==> config.mk <==
export PLATFORM = sky130hd
export DESIGN_NAME = fault_status_bytes
export DESIGN_NICKNAME = d
export VERILOG_FILES = /design/src/logic/fault_status_pkg.sv /design/src/logic/fault_status_bytes.sv
export SDC_FILE = /design/constraint.sdc
export NUM_CORES = 1
export LEC_CHECK = 0
export ABC_AREA = 1
export BUFFER_PORTS_ARGS = -buffer_cell sky130_fd_sc_hd__buf_2
export CAP_MARGIN = 20
export CORE_ASPECT_RATIO = 1.25
export CORE_MARGIN = 4
export CORE_UTILIZATION = 28
export CTS_CLUSTER_DIAMETER = 120
export CTS_CLUSTER_SIZE = 24
export DETAILED_ROUTE_END_ITERATION = 8
export MAX_ROUTING_LAYER = met4
export PLACE_DENSITY_LB_ADDON = 0.3
export RECOVER_POWER = 100
export SETUP_SLACK_MARGIN = 0.3
export SYNTH_ARGS = -nofsm -noshare
export SYNTH_HDL_FRONTEND = slang
export SYNTH_SLANG_ARGS = --single-unit
==> constraint.sdc <==
create_clock -name ref_clk -period 1.3 [get_ports ref_clk]
set_input_delay 0.39 -clock ref_clk [delete_from_list [all_inputs] [get_ports ref_clk]]
set_output_delay 0.39 -clock ref_clk [all_outputs]
set_load 0.01 [all_outputs]
==> src/logic/fault_status_pkg.sv <==
/*
  Constants for the fault status byte bank: command codes, page values,
  bit positions and reset values.
  Assumes a byte-wide command port driven by the bus interface logic.
*/
package fault_status_pkg;
  localparam logic [7:0] CMD_VOUT_STATUS = 8'h7a;
  localparam logic [7:0] CMD_IOUT_STATUS = 8'h7b;
  localparam logic [7:0] CMD_INPUT_STATUS = 8'h7c;
  localparam logic [7:0] PAGE_CHAN_A = 8'h00;
  localparam logic [7:0] PAGE_CHAN_B = 8'h01;
  localparam logic [7:0] PAGE_ALL = 8'hff;
  localparam logic [7:0] VOUT_SUPPORTED = 8'h98;
  localparam logic [7:0] IOUT_SUPPORTED = 8'ha8;
  localparam logic [7:0] INPUT_SUPPORTED = 8'h9f;
  localparam int OV_FLAG_BIT = 7;
  localparam int UV_FLAG_BIT = 4;
  localparam int VOUT_LIMIT_BIT = 3;
  localparam int OC_FLAG_BIT = 7;
  localparam int OC_WARN_BIT = 5;
  localparam int IOUT_SHARE_BIT = 3;
  localparam logic [7:0] STATUS_RESET = 8'h00;
endpackage

==> src/logic/fault_status_bytes.sv <==
/*
  Three one-byte fault status registers (output voltage and output current,
  paged per channel; input, shared) with write-one-to-clear latched flags.
  Assumes the bus logic decodes Read Byte / Write Byte into one-cycle
  strobes with command code and page, and that fault inputs are
  synchronous one-cycle or level detections from protection logic.
*/
`timescale 1ns/1ps
`default_nettype none

module fault_status_bytes
  import fault_status_pkg::*;
(
  input wire logic ref_clk,
  input wire logic srst,
  input wire logic rd_stb,
  input wire logic wr_stb,
  input wire logic [7:0] cmd_code,
  input wire logic [7:0] page,
  input wire logic [7:0] wr_data,
  input wire logic [1:0] output_overvoltage_fault,
  input wire logic [1:0] output_undervoltage_fault,
  input wire logic [1:0] output_setpoint_limit_warning,
  input wire logic [1:0] output_overcurrent_fault,
  input wire logic [1:0] output_overcurrent_warning,
  input wire logic [1:0] phase_sharing_fault,
  input wire logic input_overvoltage_fault,
  input wire logic input_undervoltage_fault,
  input wire logic insufficient_input_off,
  input wire logic input_overcurrent_fault,
  input wire logic input_overcurrent_warning,
  input wire logic input_overpower_warning,
  output logic [7:0] rd_data,
  output logic rd_valid,
  output logic cmd_hit,
  output logic [1:0] summary_vout,
  output logic [1:0] summary_iout,
  output logic summary_input
);

  typedef struct packed {
    logic [1:0][7:0] vout;
    logic [1:0][7:0] iout;
    logic [7:0] inp;
    logic [7:0] rd_data;
    logic rd_valid;
    logic hit;
    logic [1:0] sum_v;
    logic [1:0] sum_i;
    logic sum_n;
  } state_t;

  state_t st_r;
  state_t st_nxt;

  // Page to channel index; FFh and any other value fall back to A
  function automatic logic page_chan(input logic [7:0] pg);
    page_chan = (pg == PAGE_CHAN_B);
  endfunction

  // Set wins over clear so no event in the clearing cycle is lost
  function automatic logic [7:0] update(input logic [7:0] cur, input logic [7:0] set,
                                        input logic [7:0] clr, input logic [7:0] mask);
    update = ((cur & ~clr) | set) & mask;
  endfunction

  logic chan;
  logic is_vout;
  logic is_iout;
  logic is_inp;
  logic [1:0][7:0] vset;
  logic [1:0][7:0] iset;
  logic [7:0] inset;

  assign chan = page_chan(page);
  assign is_vout = (cmd_code == CMD_VOUT_STATUS);
  assign is_iout = (cmd_code == CMD_IOUT_STATUS);
  assign is_inp = (cmd_code == CMD_INPUT_STATUS);

  always_comb
  begin
    for (int c = 0; c < 2; c++)
    begin
      vset[c] = 8'h00;
      vset[c][OV_FLAG_BIT] = output_overvoltage_fault[c];
      vset[c][UV_FLAG_BIT] = output_undervoltage_fault[c];
      vset[c][VOUT_LIMIT_BIT] = output_setpoint_limit_warning[c];
      iset[c] = 8'h00;
      iset[c][OC_FLAG_BIT] = output_overcurrent_fault[c];
      iset[c][OC_WARN_BIT] = output_overcurrent_warning[c];
      iset[c][IOUT_SHARE_BIT] = phase_sharing_fault[c];
    end
    inset = {input_overvoltage_fault, 2'h0, input_undervoltage_fault, insufficient_input_off,
             input_overcurrent_fault, input_overcurrent_warning,
             input_overpower_warning};
  end

  always_comb
  begin
    logic [7:0] vclr;
    logic [7:0] iclr;
    logic [7:0] nclr;
    st_nxt = st_r;
    vclr = 8'h00;
    iclr = 8'h00;
    nclr = 8'h00;
    // Only ones clear; zeros in the write byte leave flags alone
    if (wr_stb && is_vout)
      vclr = wr_data;
    if (wr_stb && is_iout)
      iclr = wr_data;
    if (wr_stb && is_inp)
      nclr = wr_data;
    for (int c = 0; c < 2; c++)
    begin
      // Conditions still present re-latch on the same edge
      st_nxt.vout[c] = update(st_r.vout[c], vset[c],
                              (chan == c[0]) ? vclr : 8'h00, VOUT_SUPPORTED);
      st_nxt.iout[c] = update(st_r.iout[c], iset[c],
                              (chan == c[0]) ? iclr : 8'h00, IOUT_SUPPORTED);
    end
    st_nxt.inp = update(st_r.inp, inset, nclr, INPUT_SUPPORTED);
    // Summary taken from the next flags, so it moves on the same edge
    st_nxt.sum_v = {|st_nxt.vout[1], |st_nxt.vout[0]};
    st_nxt.sum_i = {|st_nxt.iout[1], |st_nxt.iout[0]};
    st_nxt.sum_n = |st_nxt.inp;
    st_nxt.rd_valid = 1'b0;
    st_nxt.hit = 1'b0;
    if (rd_stb || wr_stb)
      st_nxt.hit = is_vout || is_iout || is_inp;
    if (rd_stb)
    begin
      st_nxt.rd_valid = 1'b1;
      if (is_vout)
        st_nxt.rd_data = st_r.vout[chan];
      else if (is_iout)
        st_nxt.rd_data = st_r.iout[chan];
      else if (is_inp)
        st_nxt.rd_data = st_r.inp;
      else
        st_nxt.rd_data = 8'h00;
    end
  end

  always_ff @(posedge ref_clk)
  begin
    if (srst)
    begin
      st_r <= '0;
      st_r.vout <= {STATUS_RESET, STATUS_RESET};
      st_r.iout <= {STATUS_RESET, STATUS_RESET};
      st_r.inp <= STATUS_RESET;
    end
    else
      st_r <= st_nxt;
  end

  assign rd_data = st_r.rd_data;
  assign rd_valid = st_r.rd_valid;
  assign cmd_hit = st_r.hit;
  // Summary bits are the OR of latched flags, so clearing here clears them
  assign summary_vout = st_r.sum_v;
  assign summary_iout = st_r.sum_i;
  assign summary_input = st_r.sum_n;
endmodule

`default_nettype wire

==> impl_metrics.toml <==
[pwr]
cellPowerDensity_nw_per_um2 = 933
leakagePower_nw = 1.29
peakVddDrop_mv = 0.322
power_mw = 2.24

[yosys]
syn-instance-count = 258
synth_top_area_share_pct = 37.9
synth_area_leaders = "dfxtp_1 38%, nand2_1 18%, inv_1 11%, nand3_1 6.5%, buf_4 5.3%"
netlist-cell-type-count = 20
yosysWarningCount = 0
ys_ff_latch = 32
netlist_area_um2 = 1690
seq_area_frac_synth_pct = 37.9
synthArstFlopShare_pct = 0
synthFlopType = "dfxtp_1"
synth.avg_cell_area_um2 = 6.55
synth_top_area_cell = "dfxtp_1"
synth_nets = 304
synth_edf_count = 0

[die]
num_io_pins = 61
die_x_um = 77.5
rows = 31
die_area_um2 = 7350
initial_core_util_pct = 29.0
dieHeight_um = 94.8
design.core.area_um2 = 5820

[placement]
numPortBuffers = 58
place_congestion = 0.843
dp_hpwl_mm = 3.34

[route]
ant_nets = 0
drc = 0
routedWlPerCell_um = 11.1
drt_wl_total_mm = 4.30
drt_first_pass_iters = 4
vias = 1648
viasPerCell = 4.24
drt_iter0_markers = 59

[setup_path]
cp.required_ps = 1470
path_buf_inv = 2
max_stage_delay_ps = 210
cp_cell_sequence = "buf_8 -> inv_12 -> nand2_4 -> nor2_4 -> nand3_2 -> nor2_4 -> nand3_2 -> nand2_2 -> nand2_2 -> nand2_2 -> nand3_1"
cp-start-kind = "primary input"
endpoint_kind = "flop"
path_delay_family = "simple AND/OR/NAND/NOR gates"
slowest_stage = "nor2_4"
path_class = "primary input to flop"
cp_max_fo = 6
path_common_cell = "nand2_2"
worstPathArrival_ps = 1460

[layout]
drive_gt1_share_pct = 39.6
synthToLayoutAreaGrowth_pct = 42.1
diodes = 0
fill_cells = 638
final_common_cell = "nand2_1"
final_cell_mix = "60 x nand2_1, 48 x inv_1, 42 x buf_2"
fin_nets = 369

[clock_tree]
clk_pin_slew_ps = 70
clock_latency_ps = 280
cts_sinks = 32
htree_levels = 2
cts_hold_buf = 0
cts_buffer_depth = 2
cts_root_buf = "clkbuf_8"
numCtsBuffers = 5
cts_tree = "built"

[sta]
tns_ps = 0
fin_crit_sh_pct = 99.9
timing.final.crit_period_ps = 1300
slew_violations = 0
hold_violations = 0
fmax_mhz = 770
fin_worst_skew_ps = 6.62
hold-worst-slack_ps = 369
finalSetupViolations = 0
rsz0062_at_grt = "yes"

[grt]
grt_usage_pct = 12.4
grt_pass1_wl_mm = 7.18
grt_max_degree = 13
grt-ovfl-total = 0
antenna_found_initial = 0
grt_pass1_vias = 1732

[hold_path]
hp-class = "primary input to flop"

[job]
maxCapViolCount = 0

[status]
status = "completed"
what timing repair did:
| item | CTS | global route |
|---|---|---|
| buffers inserted | 0 | 2 |
| pin swaps | 11 | 17 |
| setup endpoints to repair | 45 | 45 |
| resized for setup | 35 | 27 |
worst paths after layout:
path / startpoint / endpoint / slack (ps) / cells after the start
worst max register to register: st_r[46]$_SDFF_PP0_ / rd_data[7]$_SDFFE_PP0P_ / 380 / 6
worst min register to register: rd_data[0]$_SDFFE_PP0P_ / rd_data[0]$_SDFFE_PP0P_ / 470 / 2
worst min-delay path: input_undervoltage_fault / st_r[19]$_SDFF_PP0_ / 370 / 3
worst max-delay path: cmd_code[7] / summary_vout[1]$_SDFF_PP0_ / 0.8 / 11
Yosys cell counts (3+ instances only):
cell type	number
inv_2	3
inv_1	50
nor2_1	13
nand4_1	7
nand2_1	80
clkbuf_1	4
nor2_4	5
o21ai_0	5
a21oi_1	15
nand3_1	22
buf_4	12
dfxtp_1	32
flip-flops by register name, indices dropped and copies added, names as in the netlist:
register       cells
summary_iout       2
cmd_hit            1
summary_vout       2
rd_data            7
rd_valid           1
summary_input      1
st_r              18
final cells by class:
cell class              count  area, um^2  share of cell area, %
well taps                  66        82.6                   3.44
multi-input cells         156         866                   36.1
inverters                  53         214                   8.91
repair buffers             75         502                   20.9
flip-flops and latches     32         641                   26.7
clock buffers               7        96.3                   4.01
routing by layer:
| metal | GRT usage, % | vias up | routed length [um] | share of wire (%) |
|---|---|---|---|---|
| met4 | 5.34 | 0 | 97 | 2.3 |
| met1 | 12.7 | 700 | 1730 | 40 |
| met3 | 2.67 | 10 | 196 | 4.6 |
| li1 | - | 900 | - | - |
| met2 | 23.0 | 38 | 2280 | 53 |
| met5 | - | - | 0 | 0 |
metrics by stage:
step / utilization (%) / worst slack (ps) / cells / instance area (um^2)
4_1_cts: 40.2 / 37.2 / 387 / 2340
6_report: 41.3 / 0.798 / 389 / 2400
5_1_grt: 41.3 / -119 / 389 / 2400
3_5_place_dp: 36.3 / -294 / 380 / 2110
3_3_place_gp: 36.3 / -282 / 380 / 2110
2_1_floorplan: - / -16.7 / 258 / 1730
cells by family (layout without fill, tap and decap cells):
kind of cell,count (synthesis),after routing,share of synthesized area (%)
AO/OA/AOI/OAI,23,23,7.18
other,1,1,0.222
buffers and inverters,70,135,18.7
AND/OR/NAND/NOR,132,132,36.0
flip-flops,32,32,37.9
worst min-delay path: cells and delay by family:
| kind | cells | cell delay [ps] |
|---|---|---|
| buf+inv | 2 | 160 |
| compound gates | 1 | 60 |
power breakdown:
part / total (mW) / switching (mW) / leakage (nW) / internal, mW
combinational: 0.352 / 0.193 / 0.978 / 0.159
clock: 0.820 / 0.349 / 0.0503 / 0.471
sequential: 1.07 / 0.0289 / 0.266 / 1.04
(Power assumes the default switching activity.)
